**src/csc_pkg.sv**
```systemverilog
// shared constants and types for the clock synthesizer configuration port
package csc_pkg;
    localparam int                 CSC_NUM_BYTES    = 8;
    localparam logic [7:0]         CSC_SLAVE_ADDR   = 8'hD2;
    localparam int                 CSC_CMD_SEL_BIT  = 7;
    localparam logic [3:0]         CSC_BYTE_BITS    = 4'h8;
    // byte 0 at the low end; bytes 6 and 7 come up clear
    localparam logic [63:0]        CSC_REG_DEFAULTS = 64'h0000_0007_00FF_FEFF;
    // strap code order is C,B,A
    localparam logic [2:0]         CSC_FS_100       = 3'h5;
    localparam logic [2:0]         CSC_FS_133       = 3'h1;
    localparam logic [2:0]         CSC_FS_166       = 3'h3;
    localparam logic [2:0]         CSC_FS_200       = 3'h2;
    localparam logic [7:0]         CSC_MHZ_100      = 8'h64;
    localparam logic [7:0]         CSC_MHZ_133      = 8'h85;
    localparam logic [7:0]         CSC_MHZ_166      = 8'hA6;
    localparam logic [7:0]         CSC_MHZ_200      = 8'hC8;
    localparam logic [5:0]         CSC_STRAP_IDLE   = 6'h20;
    localparam logic [1:0]         CSC_BUS_IDLE     = 2'h3;

    typedef enum logic [9:0] {
        CSC_IDLE     = 10'h001,
        CSC_ADDR     = 10'h002,
        CSC_ADDR_ACK = 10'h004,
        CSC_CMD      = 10'h008,
        CSC_CMD_ACK  = 10'h010,
        CSC_WR       = 10'h020,
        CSC_WR_ACK   = 10'h040,
        CSC_RD       = 10'h080,
        CSC_RD_ACK   = 10'h100,
        CSC_IGNORE   = 10'h200
    } csc_slave_state_type;
endpackage : csc_pkg

```
**src/csc_strap_if.sv**
```systemverilog
// latched strap results passed from the strap latch to the port top
`timescale 1ns/1ps
interface csc_strap_if;
    logic       captured;
    logic       test_mode;
    logic       test_drive;
    logic       req_as_outputs;
    logic       pd_request;
    logic [2:0] fs_code;
    modport latch (output captured, test_mode, test_drive, req_as_outputs, pd_request, fs_code);
    modport user  (input  captured, test_mode, test_drive, req_as_outputs, pd_request, fs_code);
endinterface : csc_strap_if

```
**src/csc_sync.sv**
```systemverilog
// two-flop synchroniser for inputs from outside the clock domain
`timescale 1ns/1ps
module csc_sync #(
    parameter int           W       = 1,
    parameter logic [W-1:0] RST_VAL = '0
) (
    input  wire logic         sys_clk,
    input  wire logic         reset,
    input  wire logic [W-1:0] async_in,
    output logic      [W-1:0] sync_out
);
    typedef struct packed {
        logic [W-1:0] meta;
        logic [W-1:0] stable;
    } csc_sync_state_type;

    csc_sync_state_type s_r;
    csc_sync_state_type s_nxt;

    // meta feeds only the second stage
    always_comb begin
        s_nxt.meta   = async_in;
        s_nxt.stable = s_r.meta;
    end

    always_ff @(posedge sys_clk) begin
        if (reset) begin
            s_r <= {RST_VAL, RST_VAL};
        end else begin
            s_r <= s_nxt;
        end
    end

    assign sync_out = s_r.stable;
endmodule : csc_sync

```
**src/csc_strap_latch.sv**
```systemverilog
// one-shot strap capture on the cpu rail power-good strobe
`timescale 1ns/1ps
module csc_strap_latch (
    input  wire logic       sys_clk,
    input  wire logic       reset,
    input  wire logic       good_n_s,
    input  wire logic [2:0] fs_s,
    input  wire logic       test_s,
    input  wire logic       req_s,
    csc_strap_if.latch      st_if
);
    import csc_pkg::*;

    typedef struct packed {
        logic       captured;
        logic       test_mode;
        logic       req_out;
        logic       pd;
        logic [2:0] fs;
    } csc_strap_state_type;

    csc_strap_state_type s_r;
    csc_strap_state_type s_nxt;

    always_comb begin
        s_nxt = s_r;
        if (!s_r.captured && !good_n_s) begin
            s_nxt.captured  = 1'b1;                 // RL1
            s_nxt.fs        = fs_s;                 // RL1
            s_nxt.test_mode = test_s;               // RL4
            s_nxt.req_out   = req_s;                // RL5
        end else if (s_r.captured && s_r.test_mode) begin
            s_nxt.fs = fs_s;                        // RL2
        end
        // pin turns into an active-high power-down request
        s_nxt.pd = s_nxt.captured & good_n_s;       // RL17
    end

    always_ff @(posedge sys_clk) begin
        if (reset) begin
            s_r <= '0;
        end else begin
            s_r <= s_nxt;
        end
    end

    assign st_if.captured       = s_r.captured;
    assign st_if.test_mode      = s_r.test_mode;
    assign st_if.test_drive     = s_r.test_mode & s_r.fs[1];   // RL18
    assign st_if.req_as_outputs = s_r.req_out;
    assign st_if.pd_request     = s_r.pd;
    assign st_if.fs_code        = s_r.fs;
endmodule : csc_strap_latch

```
**src/csc_config_port.sv**
```systemverilog
// clock synthesizer config port: strap capture and two-wire control byte slave
// Behaviour
// RL1: capture frequency straps when the power-good strobe is first seen low
// RL2: after capture ignore strobe and strap changes, except in test mode
// RL3: latched code C,B,A selects cpu clock 100, 133, 166 or 200 MHz
// RL4: test strap high at capture puts the device in test mode
// RL5: request-pin mode strap at capture: 0 request inputs, 1 clock outputs
// RL6: every control byte loads its default at power-up
// RL7: host changes bytes only at initialisation, never for power management
// RL8: support byte write, byte read, block write and block read
// RL9: block bytes move in ascending index, msb first, may stop after any byte
// RL10: answer only to bus address D2h including the direction bit
// RL11: command bit 7 low selects block, high selects single byte
// RL12: command bits 6..0 index single-byte transfers; zero for blocks
// RL13: block write: address, command, optional count, acked data, stop
// RL14: block read returns a count byte then data, host acks each
// RL15: host nacks the last read byte then stops
// RL16: byte write and byte read sequences with repeated start for reads
// RL17: after capture the strobe pin is an active-high power-down request
// RL18: in test mode select B chooses tri-state or reference divided by N
// RL19: foreign address: no acknowledge and rest of transaction ignored
`timescale 1ns/1ps
module csc_config_port #(
    parameter int                     NUM_BYTES    = csc_pkg::CSC_NUM_BYTES,
    parameter logic [NUM_BYTES*8-1:0] REG_DEFAULTS = csc_pkg::CSC_REG_DEFAULTS
) (
    input  wire logic                   sys_clk,
    input  wire logic                   reset,
    input  wire logic                   scl_in,
    input  wire logic                   sda_in,
    output logic                        sda_out,
    output logic                        sda_oe_n,
    input  wire logic                   cpu_rail_good_n,
    input  wire logic                   freq_sel_a,
    input  wire logic                   freq_sel_b,
    input  wire logic                   freq_sel_c,
    input  wire logic                   test_mode_strap,
    input  wire logic                   req_pin_mode_strap,
    input  wire logic                   count_skip,
    output logic [NUM_BYTES*8-1:0]      ctrl_bytes,
    output logic                        strap_done,
    output logic                        test_mode,
    output logic                        test_out_drive,
    output logic                        req_pins_as_outputs,
    output logic                        power_down_request,
    output logic [7:0]                  cpu_freq_mhz,
    output logic                        cpu_freq_valid
);
    import csc_pkg::*;

    localparam logic [7:0] NB8 = 8'(NUM_BYTES);

    typedef struct packed {
        csc_slave_state_type          st;
        logic                         scl_q;
        logic                         sda_q;
        logic [3:0]                   cnt;
        logic [7:0]                   sh;
        logic [7:0]                   tx;
        logic                         rw;
        logic                         block;
        logic                         cnt_pend;
        logic                         cnt_out;
        logic                         nack;
        logic                         sda_low;
        logic [6:0]                   idx;
        logic [7:0]                   mhz;
        logic                         mhz_ok;
        logic [NUM_BYTES-1:0][7:0]    regs;
    } csc_top_state_type;

    csc_top_state_type s_r;
    csc_top_state_type s_nxt;

    logic [1:0] bus_s;
    logic [5:0] strap_s;
    logic       scl_s;
    logic       sda_s;
    logic       scl_rise;
    logic       scl_fall;
    logic       start_det;
    logic       stop_det;
    logic       byte_done;
    logic       cmd_done;
    logic       wr_commit;
    logic [6:0] nidx;

    csc_strap_if u_st_if ();

    // ------------------------------------------------------------
    // pin synchronisers and strap latch
    // ------------------------------------------------------------
    csc_sync #(.W(2), .RST_VAL(CSC_BUS_IDLE)) u_bus_sync (
        .sys_clk  (sys_clk),
        .reset    (reset),
        .async_in ({scl_in, sda_in}),
        .sync_out (bus_s)
    );

    // strobe resets to its idle high so reset never fakes a capture
    csc_sync #(.W(6), .RST_VAL(CSC_STRAP_IDLE)) u_strap_sync (
        .sys_clk  (sys_clk),
        .reset    (reset),
        .async_in ({cpu_rail_good_n, test_mode_strap, req_pin_mode_strap,
                    freq_sel_c, freq_sel_b, freq_sel_a}),
        .sync_out (strap_s)
    );

    csc_strap_latch u_strap (
        .sys_clk  (sys_clk),
        .reset    (reset),
        .good_n_s (strap_s[5]),
        .fs_s     (strap_s[2:0]),
        .test_s   (strap_s[4]),
        .req_s    (strap_s[3]),
        .st_if    (u_st_if)
    );

    // ------------------------------------------------------------
    // bus event detection
    // ------------------------------------------------------------
    assign scl_s     = bus_s[1];
    assign sda_s     = bus_s[0];
    assign scl_rise  = scl_s & ~s_r.scl_q;
    assign scl_fall  = ~scl_s & s_r.scl_q;
    // both samples of scl high so a joint rise after reset is no event
    assign start_det = scl_s & s_r.scl_q & s_r.sda_q & ~sda_s;
    assign stop_det  = scl_s & s_r.scl_q & ~s_r.sda_q & sda_s;
    assign byte_done = scl_fall && s_r.cnt == CSC_BYTE_BITS;
    assign cmd_done  = byte_done && s_r.st == CSC_CMD;
    assign nidx      = (s_r.block && !s_r.cnt_out) ? s_r.idx + 7'h01 : s_r.idx;

    // ------------------------------------------------------------
    // slave sequencer and control bytes
    // ------------------------------------------------------------
    always_comb begin
        s_nxt       = s_r;
        wr_commit   = 1'b0;
        s_nxt.scl_q = scl_s;
        s_nxt.sda_q = sda_s;
        case (u_st_if.fs_code)                                  // RL3
            CSC_FS_100: s_nxt.mhz = CSC_MHZ_100;
            CSC_FS_133: s_nxt.mhz = CSC_MHZ_133;
            CSC_FS_166: s_nxt.mhz = CSC_MHZ_166;
            CSC_FS_200: s_nxt.mhz = CSC_MHZ_200;
            default:    s_nxt.mhz = 8'h00;
        endcase
        s_nxt.mhz_ok = u_st_if.captured && s_nxt.mhz != 8'h00;
        if (start_det) begin
            s_nxt.st      = CSC_ADDR;                           // RL16
            s_nxt.cnt     = 4'h0;
            s_nxt.sda_low = 1'b0;
        end else if (stop_det) begin
            s_nxt.st      = CSC_IDLE;                           // RL9
            s_nxt.sda_low = 1'b0;
        end else begin
            case (s_r.st)
                CSC_ADDR, CSC_CMD, CSC_WR: begin
                    if (scl_rise) begin
                        s_nxt.sh  = {s_r.sh[6:0], sda_s};       // RL9
                        s_nxt.cnt = s_r.cnt + 4'h1;
                    end else if (byte_done) begin
                        s_nxt.cnt     = 4'h0;
                        s_nxt.sda_low = 1'b1;
                        if (s_r.st == CSC_ADDR) begin
                            if (s_r.sh[7:1] == CSC_SLAVE_ADDR[7:1]) begin   // RL10
                                s_nxt.rw = s_r.sh[0];
                                s_nxt.st = CSC_ADDR_ACK;
                            end else begin
                                s_nxt.st      = CSC_IGNORE;     // RL19
                                s_nxt.sda_low = 1'b0;           // RL19
                            end
                        end else if (s_r.st == CSC_CMD) begin
                            s_nxt.block    = ~s_r.sh[CSC_CMD_SEL_BIT];       // RL11
                            s_nxt.idx      = s_nxt.block ? 7'h00 : s_r.sh[6:0]; // RL12
                            s_nxt.cnt_pend = s_nxt.block & ~count_skip;     // RL13
                            s_nxt.st       = CSC_CMD_ACK;
                        end else begin
                            if (s_r.cnt_pend) begin
                                s_nxt.cnt_pend = 1'b0;          // RL13
                            end else begin
                                wr_commit = {1'b0, s_r.idx} < NB8;
                                if (wr_commit) begin
                                    s_nxt.regs[s_r.idx] = s_r.sh;       // RL8
                                end
                                if (s_r.block) begin
                                    s_nxt.idx = s_r.idx + 7'h01;        // RL9
                                end
                            end
                            s_nxt.st = CSC_WR_ACK;
                        end
                    end
                end
                CSC_ADDR_ACK: begin
                    if (scl_fall) begin
                        s_nxt.cnt = 4'h0;
                        if (s_r.rw) begin
                            s_nxt.cnt_out = s_r.block;          // RL14
                            s_nxt.tx      = s_r.block ? NB8 :
                                            ({1'b0, s_r.idx} < NB8 ? s_r.regs[s_r.idx] : 8'h00);
                            s_nxt.sda_low = ~s_nxt.tx[7];
                            s_nxt.st      = CSC_RD;             // RL16
                        end else begin
                            s_nxt.sda_low = 1'b0;
                            s_nxt.st      = CSC_CMD;
                        end
                    end
                end
                CSC_CMD_ACK, CSC_WR_ACK: begin
                    if (scl_fall) begin
                        s_nxt.sda_low = 1'b0;
                        s_nxt.st      = CSC_WR;
                    end
                end
                CSC_RD: begin
                    if (scl_rise) begin
                        s_nxt.cnt = s_r.cnt + 4'h1;
                    end else if (byte_done) begin
                        s_nxt.sda_low = 1'b0;
                        s_nxt.st      = CSC_RD_ACK;
                    end else if (scl_fall) begin
                        s_nxt.tx      = {s_r.tx[6:0], 1'b0};   // RL9
                        s_nxt.sda_low = ~s_r.tx[6];
                    end
                end
                CSC_RD_ACK: begin
                    if (scl_rise) begin
                        s_nxt.nack = sda_s;
                    end else if (scl_fall) begin
                        if (s_r.nack) begin
                            s_nxt.st = CSC_IGNORE;              // RL15
                        end else begin
                            s_nxt.cnt_out = 1'b0;
                            s_nxt.idx     = nidx;               // RL14
                            s_nxt.tx      = {1'b0, nidx} < NB8 ? s_r.regs[nidx] : 8'h00;
                            s_nxt.sda_low = ~s_nxt.tx[7];
                            s_nxt.cnt     = 4'h0;
                            s_nxt.st      = CSC_RD;
                        end
                    end
                end
                CSC_IDLE, CSC_IGNORE: begin
                    s_nxt.sda_low = 1'b0;
                end
                default: begin
                    s_nxt.st      = CSC_IDLE;
                    s_nxt.sda_low = 1'b0;
                end
            endcase
        end
    end

    always_ff @(posedge sys_clk) begin
        if (reset) begin
            s_r       <= '0;
            s_r.st    <= CSC_IDLE;
            s_r.scl_q <= 1'b1;
            s_r.sda_q <= 1'b1;
            s_r.regs  <= REG_DEFAULTS;                          // RL6
        end else begin
            s_r <= s_nxt;
        end
    end

    // ------------------------------------------------------------
    // outputs
    // ------------------------------------------------------------
    // open drain: only ever pulls low
    assign sda_out             = 1'b0;
    assign sda_oe_n            = ~s_r.sda_low;
    assign ctrl_bytes          = s_r.regs;
    assign strap_done          = u_st_if.captured;
    assign test_mode           = u_st_if.test_mode;             // RL4
    assign test_out_drive      = u_st_if.test_drive;            // RL18
    assign req_pins_as_outputs = u_st_if.req_as_outputs;        // RL5
    assign power_down_request  = u_st_if.pd_request;            // RL17
    assign cpu_freq_mhz        = s_r.mhz;
    assign cpu_freq_valid      = s_r.mhz_ok;
endmodule : csc_config_port

```
**config.mk**
```make
export PLATFORM = sky130hd
export DESIGN_NAME = csc_config_port
export DESIGN_NICKNAME = d
export VERILOG_FILES = /design/src/csc_pkg.sv /design/src/csc_strap_if.sv /design/src/csc_sync.sv /design/src/csc_strap_latch.sv /design/src/csc_config_port.sv
export SDC_FILE = /design/constraint.sdc
export NUM_CORES = 1
export LEC_CHECK = 0
export ABC_AREA = 1
export BUFFER_PORTS_ARGS = -buffer_cell sky130_fd_sc_hd__buf_4
export CELL_PAD_IN_SITES_DETAIL_PLACEMENT = 2
export CELL_PAD_IN_SITES_GLOBAL_PLACEMENT = 2
export CORE_MARGIN = 3
export CORE_UTILIZATION = 30
export CTS_CLUSTER_DIAMETER = 60
export DETAILED_ROUTE_END_ITERATION = 8
export MAX_ROUTING_LAYER = met4
export PLACE_DENSITY = 0.71
export SYNTH_ARGS = -nofsm -noshare
export SYNTH_HDL_FRONTEND = slang
export SYNTH_HIERARCHICAL = 1
export SYNTH_SLANG_ARGS = --single-unit
```
**constraint.sdc**
```tcl
create_clock -name sys_clk -period 3.6 [get_ports sys_clk]
set_clock_uncertainty 0.2 [all_clocks]
set_input_delay 0.18 -clock sys_clk [delete_from_list [all_inputs] [get_ports sys_clk]]
set_output_delay 0.18 -clock sys_clk [all_outputs]
set_load 0.005 [all_outputs]
```
==> metrics.md, run 1 <==
| Metric | Value |
|---|---|
| Outcome | finished, final reports clean |
| Initial antenna violation count | 0 |
| Count of final setup violators | 0 |
| 1st-pass router iterations | 5 |
| Final HPWL DP | between 20000 and 25000 um |
| P per Cell Area | 524.6 mW/mm^2 |
| Sequential area share after synthesis | 0.3548 |
| Clock transition at path regs | ~0.070 ns |
| Int Pwr | 2963 uW |
| Clk buf depth | 2 |
| DIE WIDTH | roughly 170 um |
| Initial drt markers | between 400 and 500 |
| GR Util All Layers | 0.2306 |
| CP Max Fanout | 15 |
| Post-route DRC | 0 |
| Core box area | 0.02547 mm^2 |
| Largest net degree at the start of global routing | approximately 50 |
| Kind of critical path | reg2reg |
| Max-Cap Viols | 0 |
| Unrepaired setup endpoints after global routing | false |
| Yosys cell types | 43 |
| Area delta synth->final | 14.45% |
| Worst-Margin Slew | approximately 0.84 ns |
| Final Critical Period | 2.845 ns |
| Worst Hold Class | in2reg |
| Gate power share | 0.256 |
| CTS tree | built |
| Element type at the critical path start | flip-flop |
| YS warnings | 6 |
| Die Area | between 0.02 and 0.03 mm^2 |
| Routability cong. | a little over 0.8 |
| IO Count | a little over 90 |
| Final hold violations | 0 |
| Final Cycle Share | 0.7903 |
| Top_reg_cell synth | dfxtp_1 |
| ANT cells | 0 |
| Peak Freq | 0.3515 GHz |
| CTS sink cnt | 139 |
| Setup_tns | 0 ns |
| Vias in the first global route | roughly 8400 |
| Gate Count Post-Synth | approximately 1200 |
| Synth Area per Inst | 6.630 um^2 |
| Synthesized flop and latch total | about 140 |
| Relative slew slack | 0.4365 |
| Placed cells | about 1500 |
| Grt ovf | 0 |
| Nets@finish | roughly 1200 |
| H-tree depth | 4 |
| Postcts setup bufs | 0 |
| Switching Power | 1747 uW |
| Initial Utilization | 0.3079 |
| Hold_buf cts | 9 |
| Clock power share | 0.388 |
| Clock root buffer | clkbuf_16 |
| PostCTS Resize Cnt | 0 |
| Seq pwr share | 0.356 |
| Rows | 58 |
| Final wirelength | between 30000 and 40000 um |
| Slew Viols, Final | 0 |
| Total Power | ~4700 uW |
| Vias | 8039 |
| CP arrival | approximately 3.0 ns |
| Number of fill cells | ~3100 |
| CTS Buf Count | 17 |
| First-pass GRT wire length | 49340 um |
| Post-synth EDFFs | 0 |
| Layout cell share with drive strength beyond 1 | 0.1458 |
| VDD IR max | 0.0001997 V |
| Final ANT Viol Nets | 0 |
| Wirelength per Cell | around 20 um |
| Non-filler cells in the finished layout | roughly 1500 |
| Die Y | around 170 um |
| Critical Path RT | roughly 3.7 ns |
| Leakage | between 0.004 and 0.005 uW |
| Mapped Area | roughly 0.0078 mm^2 |
| Sw frac | 0.3709 |
| Clk_lat worst skew | ~0.43 ns |
| Ys async rst share | 0 |
| IO buf count | between 80 and 90 |
| CP Capture Type | flip-flop |
| Vias/cell | about 5.2 |
[logic make-up after synthesis]
family,after synthesis,synth area share
AND/OR/NAND/NOR,569,0.3136
flip-flops,139,0.3548
buffers and inverters,231,0.1525
adder cells (fa/ha/maj),3,0.004786
XOR/XNOR,3,0.003350
other,1,0.0004781
AO/OA/AOI/OAI,237,0.1705
[cell usage after synthesis (2+ instances only)]
cell	n	area (um^2)
nand2_1	273	1025
dfxtp_1	139	2783
nor2_1	128	480.5
nand3_1	113	565.5
inv_1	109	409.1
o21ai_0	98	490.5
a21oi_1	92	460.4
buf_4	74	555.5
o211ai_1	24	180.2
clkbuf_1	23	86.33
nor3_1	15	75.07
buf_2	14	70.07
nand2_2	9	56.30
nand4_1	9	56.30
o211ai_2	8	100.1
buf_6	4	45.04
nor2_2	4	25.02
o22ai_1	4	25.02
a31oi_1	3	18.77
ha_1	3	37.54
inv_2	3	11.26
nor2_4	3	33.78
nor3b_1	3	22.52
xor2_1	3	26.28
buf_1	2	7.510
nand2_4	2	22.52
nand3b_1	2	15.01
nor3_2	2	20.02
o21a_1	2	15.01
or2_2	2	12.51
[metrics by stage]
step | area [um^2] | worst slack [ns] | utilization | hold slack [ns]
after global placement | 8292 | 0.8304 | 0.3255 | 0.1635
after global routing | 8977 | 0.3903 | 0.3524 | 0.05626
final | 8977 | 0.7548 | 0.3524 | 0.03867
after CTS | 8977 | 0.7366 | 0.3524 | 0.03137
after floorplan | 7848 | 1.534 | - | 0.04907
after detailed placement | 8292 | 0.7432 | 0.3255 | 0.1673
[cell type report]
cell class                 instances  area, um^2  share of cell area
multi-input combinational        814        3869              0.4309
sequential                       139        2783              0.3100
timing repair buffer             115       885.9             0.09868
inverter                         114       431.7             0.04808
clock buffer                      17       425.4             0.04739
tap                              330       412.9             0.04599
clock inverter                    15       170.2             0.01895
[worst paths after layout]
path	startpoint	endpoint	slack, ns	cells past startpoint
setup reg to reg	s_r[112]$_SDFFE_PP0P_	s_r[90]$_SDFFE_PP0P_	0.75	12
setup / recovery	s_r[112]$_SDFFE_PP0P_	s_r[90]$_SDFFE_PP0P_	0.75	12
hold reg to reg	u_strap_sync/s_nxt[1]$_SDFF_PP0_	u_strap_sync/sync_out[1]$_SDFF_PP0_	0.21	2
hold / removal	reset	u_strap_sync/s_nxt[1]$_SDFF_PP0_	0.04	2
[flip-flops by register name, summed over array words and instances, names as in the netlist]
signal	count
ctrl_bytes	64
s_r	44
cpu_freq_mhz	7
u_strap_sync/s_nxt	6
u_strap_sync/sync_out	6
u_strap/st_if.fs_code	3
u_bus_sync/s_nxt	2
u_bus_sync/sync_out	2
cpu_freq_valid	1
u_strap/st_if.captured	1
u_strap/st_if.pd_request	1
u_strap/st_if.req_as_outputs	1
u_strap/st_if.test_mode	1
[cell usage in the layout, fill, tap and decap left out, drive strengths merged, types with 4 or more instances in the layout]
master	n
dlygate4sd3	9
clkbuf	17
a21oi	92
o211ai	32
o21ai	98
inv	123
nor3	18
o22ai	4
nor2	135
nand3	115
nand2	284
nand4	9
clkinv	4
buf	106
dfxtp	139
[power groups by stage]
stage               Combinational [uW]  Sequential (uW)  Clock [uW]
floorplan                          801             1680           0
detailed placement                1190             1710           0
global route                      1360             1690        1950
global placement                  1170             1710           0
CTS                               1220             1680        1870
finish                            1200             1680        1830
[routing by layer]
layer / global-route usage / vias up / part of all wire
li1: - / 3843 / -
met1: 0.3010 / 3967 / 0.47
met2: 0.3706 / 186 / 0.47
met3: 0.03730 / 43 / 0.042
met4: 0.06652 / 0 / 0.024
met5: - / - / 0
[critical path: stages, from the launching register on]
cell and delay [ns]:
dfxtp_1 0.37, nor2_1 0.08, nand2_1 0.16, nor2_1 0.11
nand2_1 0.20, buf_4 0.27, inv_1 0.16, nand2_1 0.17
nand4_1 0.15, nor2_1 0.60, nand2_1 0.12, nor2_1 0.12
nor2_1 0.04
Power figures use the tool's default switching activity.
==> run 2, diff against run 1 <==
Settings changed: CORE_UTILIZATION 30 to 29, PLACE_DENSITY 0.71 to 0.72.
Clock period 3.6 ns to 2.35 ns, I/O delays scaled along.
==> metrics.md, run 2 (synthesis results as in run 1) <==
| Metric | Value |
|---|---|
| Outcome | complete, but fails checks (was finished, final reports clean) |
| Failing checks | setup timing |
| Final worst slack | -0.01625 ns (was 0.7548 ns) |
| Commonest non-fill, non-tap cell in the layout | nand2_1 (unchanged) |
| Wirelength per Cell | 20.85 um (was 20.29 um) |
| DIE WIDTH | 170.5 um (was 167.7 um) |
| CP max stage cell | dfxtp_2 (was nor2_1) |
| Peak Freq | 0.4226 GHz (was 0.3515 GHz) |
| IO Count | 91 (unchanged) |
| Core box area | 0.02635 mm^2 (was 0.02547 mm^2) |
| Cell family with most CP delay | simple AND/OR/NAND/NOR gates (unchanged) |
| Max-Cap Viols | 0 (unchanged) |
| CTS Buf Count | 17 (unchanged) |
| Vias/cell | 5.221 (was 5.207) |
| Critical R2R Launch | s_r[115]$_SDFFE_PP0P_ (was s_r[112]$_SDFFE_PP0P_) |
| Final hold violations | 0 (unchanged) |
| Die Y | 170.5 um (was 167.7 um) |
| Clock transition at path regs | 0.08 ns (was 0.07 ns) |
| Nets@finish | 1292 (was 1215) |
| R2R Setup Slk | -0.02 ns (was 0.75 ns) |
| Routability cong. | 0.8662 (was 0.8317) |
| Crit path capture | s_r[75]$_SDFFE_PP0P_ (was s_r[90]$_SDFFE_PP0P_) |
| Area delta synth->final | 26.54% (was 14.45%) |
| Multi-input gate area | 0.004083 mm^2 (was 0.003869 mm^2) |
| GR Util All Layers | 0.2368 (was 0.2306) |
| Layout cell share with drive strength beyond 1 | 0.2332 (was 0.1458) |
| Initial drt markers | 595 (was 455) |
| Largest net degree at the start of global routing | 54 (was 51) |
| Reg-to-reg critical path endpoint | s_r[75]$_SDFFE_PP0P_ (was s_r[90]$_SDFFE_PP0P_) |
| Commonest non-fill, non-tap cells in the layout | nand2_1, buf_4, dfxtp_1, nor2_1, nand3_1 (was nand2_1, dfxtp_1, nor2_1, nand3_1, inv_1) |
| Rows | 59 (was 58) |
| WP depth | 13 (was 12) |
| IO buf count | 88 (unchanged) |
| H-tree depth | 4 (unchanged) |
| Slew Viols, Final | 0 (unchanged) |
| CP Max Fanout | 6 (was 15) |
| Final HPWL DP | 24420 um (was 22990 um) |
| Final wirelength | 33910 um (was 31330 um) |
| Die Area | 0.02906 mm^2 (was 0.02812 mm^2) |
| Buf/Inv on CP | 4 (was 2) |
| 1st-pass router iterations | 5 (unchanged) |
| Final Cycle Share | 1.007 (was 0.7903) |
| Count of final setup violators | 1 (was 0) |
| Initial Utilization | 0.2976 (was 0.3079) |
| Kind of critical path | reg2reg (unchanged) |
| Grt ovf | 0 (unchanged) |
| Vias | 8490 (was 8039) |
| CP Cell Sequence | nor2_2 > nand2_2 > nor2_2 > nand2_1 > buf_4 > inv_1 > nand2_1 > buf_4 > nand3_1 > nor2_1 > buf_4 > o21ai_0 > nor2_1 (was nor2_1 > nand2_1 > nor2_1 > nand2_1 > buf_4 > inv_1 > nand2_1 > nand4_1 > nor2_1 > nand2_1 > nor2_1 > nor2_1) |
| CTS tree | built (unchanged) |
| Unrepaired setup endpoints after global routing | true (was false) |
| ANT cells | 0 (unchanged) |
| Final Critical Period | 2.366 ns (was 2.845 ns) |
| Clk buf depth | 2 (unchanged) |
| Worst Hold Class | in2reg (unchanged) |
| Register-to-Register Path Depth | 13 (was 12) |
| CP arrival | 2.50 ns (was 2.96 ns) |
| Post-route DRC | 0 (unchanged) |
| Setup_tns | -0.01625 ns (was 0 ns) |
| First-pass GRT wire length | 51480 um (was 49340 um) |
| Worst-Margin Slew | 0.8440 ns (was 0.8422 ns) |
| Clk_lat worst skew | 0.45 ns (was 0.43 ns) |
| CP dominant cell by count | buf_4 (was nor2_1) |
| CP Launch Point | s_r[115]$_SDFFE_PP0P_ (was s_r[112]$_SDFFE_PP0P_) |
| Critical Path RT | 2.48 ns (was 3.72 ns) |
| Element type at the critical path start | flip-flop (unchanged) |
| VDD IR max | 0.0003735 V (was 0.0001997 V) |
| Clock root buffer | clkbuf_16 (unchanged) |
| P per Cell Area | 770.4 mW/mm^2 (was 524.6 mW/mm^2) |
| Max reg flops | 64 (unchanged) |
| Largest stage delay, worst path | 0.34 ns (was 0.60 ns) |
| Vias in the first global route | 8896 (was 8352) |
| Pre-CTS worst setup slack | -0.1595 ns (was 0.7432 ns) |
| Final std cell area, no fill | 0.009926 mm^2 (was 0.008977 mm^2) |
| CTS sink cnt | 139 (unchanged) |
| Initial antenna violation count | 0 (unchanged) |
| CP Capture Type | flip-flop (unchanged) |
| Placed cell area | 0.008783 mm^2 (was 0.008292 mm^2) |
| Leakage | 0.004565 uW (was 0.004070 uW) |
| FF+latch area | 0.002796 mm^2 (was 0.002783 mm^2) |
| Final ANT Viol Nets | 0 (unchanged) |
| Relative slew slack | 0.4343 (was 0.4365) |
| Number of fill cells | 3147 (was 3129) |
## run 2: cell count changes in the layout (fill, tap and decap cells not counted), moves of 9 or more
cell	previous run	this run
buf_4	106	169
dfxtp_1	139	130
nand2_1	273	263
nor2_1	128	115
o21ai_0	97	88
## run 2: area by class of cell
type / instances / area share
Tap cell: 335 / 0.04223
Clock buffer: 17 / 0.04286
Sequential cell: 139 / 0.2817
Multi-Input combinational cell: 814 / 0.4113
Clock inverter: 15 / 0.01979
Timing Repair Buffer: 192 / 0.1585
Inverter: 114 / 0.04362
## run 2: worst min-delay path by stage
stage,startpoint,endpoint,cells past startpoint
after floorplan,reset,u_strap/st_if.captured$_SDFF_PP0_,1
after global placement,cpu_rail_good_n,u_strap_sync/s_nxt[5]$_SDFF_PP1_,3
after detailed placement,scl_in,u_bus_sync/s_nxt[1]$_SDFF_PP1_,3
after CTS,cpu_rail_good_n,u_strap_sync/s_nxt[5]$_SDFF_PP1_,4
after global routing,test_mode_strap,u_strap_sync/s_nxt[4]$_SDFF_PP0_,4
final,cpu_rail_good_n,u_strap_sync/s_nxt[5]$_SDFF_PP1_,4
## run 2: routing by layer
metal  track usage  part of all wire  vias up
met5             -                 0        -
li1              -                 -     3994
met4       0.07584             0.021        0
met1        0.2937              0.45     4292
met2        0.3991              0.49      160
met3       0.03229             0.033       44
## run 2: power breakdown
| group | internal, uW | switching, uW | total (uW) |
|---|---|---|---|
| Clock | 1460 | 1380 | 2840 |
| Combinational | 752 | 1480 | 2230 |
| Sequential | 2460 | 115 | 2580 |
| Total | 4670 | 2970 | 7650 |
## run 2: what timing repair did
item                                    in CTS  in global routing
gates resized for setup                     19                 62
pin swaps                                    3                 20
endpoints found under the setup margin      72                 94
hold buffers                                12                  0
endpoints found under the hold margin       31                  0
gates cloned                                 1                  2
setup buffers                                3                 11
## run 2: per-stage QoR
step	hold WS (ns)	total power (uW)	cells	utilization
floorplan	-0.01343	3804	1184	-
global route	0.2185	8071	1626	0.3766
detailed placement	0.1023	4590	1566	0.3333
finish	0.2010	7647	1626	0.3766
global placement	0.09979	4534	1566	0.3333
CTS	0.1694	7513	1614	0.3659
## run 2: worst register-to-register path, stage by stage, from the launching register on
cell and delay, ns:
dfxtp_2 0.34, nor2_2 0.15, nand2_2 0.13, nor2_2 0.17, nand2_1 0.12, buf_4 0.18, inv_1 0.10, nand2_1 0.11
buf_4 0.17, nand3_1 0.08, nor2_1 0.06, buf_4 0.16, o21ai_0 0.22, nor2_1 0.06
==> run 3, diff against run 2 <==
Settings changed: CORE_UTILIZATION 29 to 30, PLACE_DENSITY 0.72 to 0.71.
Clock period 2.35 ns to 2.9 ns, I/O delays scaled along.
==> metrics.md, run 3 (synthesis results as in run 1) <==
| Metric | Value |
|---|---|
| Outcome | finished, final reports clean (was complete, but fails checks) |
| Placed cells | 1521 (was 1566) |
| WP depth | 11 (was 13) |
| Final Cycle Share | 0.9291 (was 1.007) |
| Element type at the critical path start | flip-flop (unchanged) |
| CP arrival | 2.80 ns (was 2.50 ns) |
| Area delta synth->final | 16.80% (was 26.54%) |
| Grt ovf | 0 (unchanged) |
| CTS sink cnt | 139 (unchanged) |
| CP Capture Type | flip-flop (unchanged) |
| CP Cell Sequence | nor2_1 > nand2_1 > nor2_1 > nand2_2 > inv_1 > nor2_1 > nand3_2 > nor2_4 > nand2_2 > o21ai_0 > a21oi_1 (was nor2_2 > nand2_2 > nor2_2 > nand2_1 > buf_4 > inv_1 > nand2_1 > buf_4 > nand3_1 > nor2_1 > buf_4 > o21ai_0 > nor2_1) |
| DIE WIDTH | 167.7 um (was 170.5 um) |
| VDD IR max | 0.0002614 V (was 0.0003735 V) |
| H-tree depth | 4 (unchanged) |
| Rows | 58 (was 59) |
| Wirelength per Cell | 20.32 um (was 20.85 um) |
| Vias/cell | 5.173 (was 5.221) |
| Count of final setup violators | 0 (was 1) |
| Largest stage delay, worst path | 0.37 ns (was 0.34 ns) |
| Initial drt markers | 398 (was 595) |
| CTS Buf Count | 17 (unchanged) |
| Max reg flops | 64 (unchanged) |
| Kind of critical path | reg2reg (unchanged) |
| Commonest non-fill, non-tap cells in the layout | nand2_1, dfxtp_1, nor2_1, buf_4, nand3_1 (was nand2_1, buf_4, dfxtp_1, nor2_1, nand3_1) |
| Clk_lat worst skew | 0.44 ns (was 0.45 ns) |
| IO buf count | 88 (unchanged) |
| Utilization after layout | 0.3597 (was 0.3766) |
| Slew Viols, Final | 0 (unchanged) |
| Final hold violations | 0 (unchanged) |
| Worst Hold Class | reg2reg (was in2reg) |
| Largest net degree at the start of global routing | 49 (was 54) |
| Max-Cap Viols | 0 (unchanged) |
| Non-filler cells in the finished layout | 1563 (was 1626) |
| Die Area | 0.02812 mm^2 (was 0.02906 mm^2) |
| Vias in the first global route | 8519 (was 8896) |
| 1st-pass router iterations | 5 (unchanged) |
| Worst-Margin Slew | 1.081 ns (was 0.8440 ns) |
| IO Count | 91 (unchanged) |
| CTS tree | built (unchanged) |
| Cell family with most CP delay | simple AND/OR/NAND/NOR gates (unchanged) |
| P per Cell Area | 641.9 mW/mm^2 (was 770.4 mW/mm^2) |
| Routability cong. | 0.8967 (was 0.8662) |
| CP max stage cell | dfxtp_1 (was dfxtp_2) |
| Post-route DRC | 0 (unchanged) |
| First-pass GRT wire length | 50470 um (was 51480 um) |
| Clock transition at path regs | 0.08 ns (about the same) |
| Die Y | 167.7 um (was 170.5 um) |
| Worst hold path depth | 2 (was 4) |
| Layout cell share with drive strength beyond 1 | 0.1590 (was 0.2332) |
| Setup_tns | 0 ns (was -0.01625 ns) |
| Final wirelength | 31760 um (was 33910 um) |
| Final Critical Period | 2.694 ns (was 2.366 ns) |
| Number of fill cells | 3147 (unchanged) |
| Clock root buffer | clkbuf_16 (unchanged) |
| Leakage | 0.004180 uW (was 0.004565 uW) |
| Critical Path RT | 3.01 ns (was 2.48 ns) |
| Commonest non-fill, non-tap cell in the layout | nand2_1 (unchanged) |
| Postcts setup bufs | 0 (was 3) |
| Final ANT Viol Nets | 0 (unchanged) |
| Initial Utilization | 0.3079 (was 0.2976) |
| Buf/Inv on CP | 1 (was 4) |
| ANT cells | 0 (unchanged) |
| Nets@finish | 1234 (was 1292) |
| Register-to-Register Path Depth | 11 (was 13) |
| Final HPWL DP | 23730 um (was 24420 um) |
| Peak Freq | 0.3711 GHz (was 0.4226 GHz) |
| CP dominant cell by count | nor2_1 (was buf_4) |
| GR Util All Layers | 0.2348 (was 0.2368) |
| Initial antenna violation count | 0 (unchanged) |
| Core box area | 0.02547 mm^2 (was 0.02635 mm^2) |
| Clk buf depth | 2 (unchanged) |
| Vias | 8085 (was 8490) |
| Relative slew slack | 0.2739 (was 0.4343) |
| CP Max Fanout | 16 (was 6) |
| Unrepaired setup endpoints after global routing | false (was true) |
==> run 3: cell count changes in the layout (fill, tap and decap cells not counted), sizes merged <==
cell         change
buf             -55
clkinv           -2
dlygate4sd3      -2
inv              +2
clkbuf           -1
==> run 3: metal layers <==
metal  global-route usage  vias up  wire length (um)
met2               0.4012      163             15660
met3              0.03093       26              1041
li1                     -     3872                 -
met5                    -        -                 0
met4              0.04803        0               360
met1               0.2992     4024             14700
==> run 3: metrics by stage <==
stage	power, uW	worst slack (ns)	hold slack [ns]	cell area [um^2]
6_report	5881	0.2055	0.2071	9161
5_1_grt	6230	0.004304	0.2294	9161
4_1_cts	5935	0.2040	0.2069	9159
3_5_place_dp	3627	0.2365	0.1291	8452
3_3_place_gp	3584	0.3562	0.1267	8452
2_1_floorplan	3083	0.8339	0.01407	7848
==> run 3: area by class of cell <==
type / count / area, um^2 / share of cell area
Clock inverter: 15 / 181.4 / 0.01980
Multi-Input combinational cell: 814 / 3871 / 0.4226
Timing Repair Buffer: 134 / 1056 / 0.1153
Tap cell: 330 / 412.9 / 0.04507
Sequential cell: 139 / 2783 / 0.3037
Clock buffer: 17 / 425.4 / 0.04644
Inverter: 114 / 431.7 / 0.04712
==> run 3: worst paths after layout <==
kind / start / to / slack [ns]
max: s_r[114]$_SDFFE_PP0P_ / ctrl_bytes[8]$_SDFFE_PP0P_ / 0.21
max reg2reg: s_r[114]$_SDFFE_PP0P_ / ctrl_bytes[8]$_SDFFE_PP0P_ / 0.21
min reg2reg: u_strap_sync/s_nxt[0]$_SDFF_PP0_ / u_strap_sync/sync_out[0]$_SDFF_PP0_ / 0.21
min: u_strap_sync/s_nxt[0]$_SDFF_PP0_ / u_strap_sync/sync_out[0]$_SDFF_PP0_ / 0.21
==> run 3: power breakdown <==
group / internal (uW) / switching, uW
combinational: 464 / 1050
sequential: 1990 / 91.5
clock: 1170 / 1110
==> run 3: worst reg2reg max path: stages (launching register included) <==
cell	delay, ns
dfxtp_1	0.37
nor2_1	0.08
nand2_1	0.15
nor2_1	0.07
nand2_2	0.13
inv_1	0.09
nor2_1	0.24
nand3_2	0.18
nor2_4	0.35
nand2_2	0.32
o21ai_0	0.30
a21oi_1	0.08
==> run 3: timing repair <==
action / CTS / global route
resized for setup: 0 / 1
hold buffers: 10 / 0
hold endpoints to repair: 21 / 0
setup endpoints to repair: 0 / 7
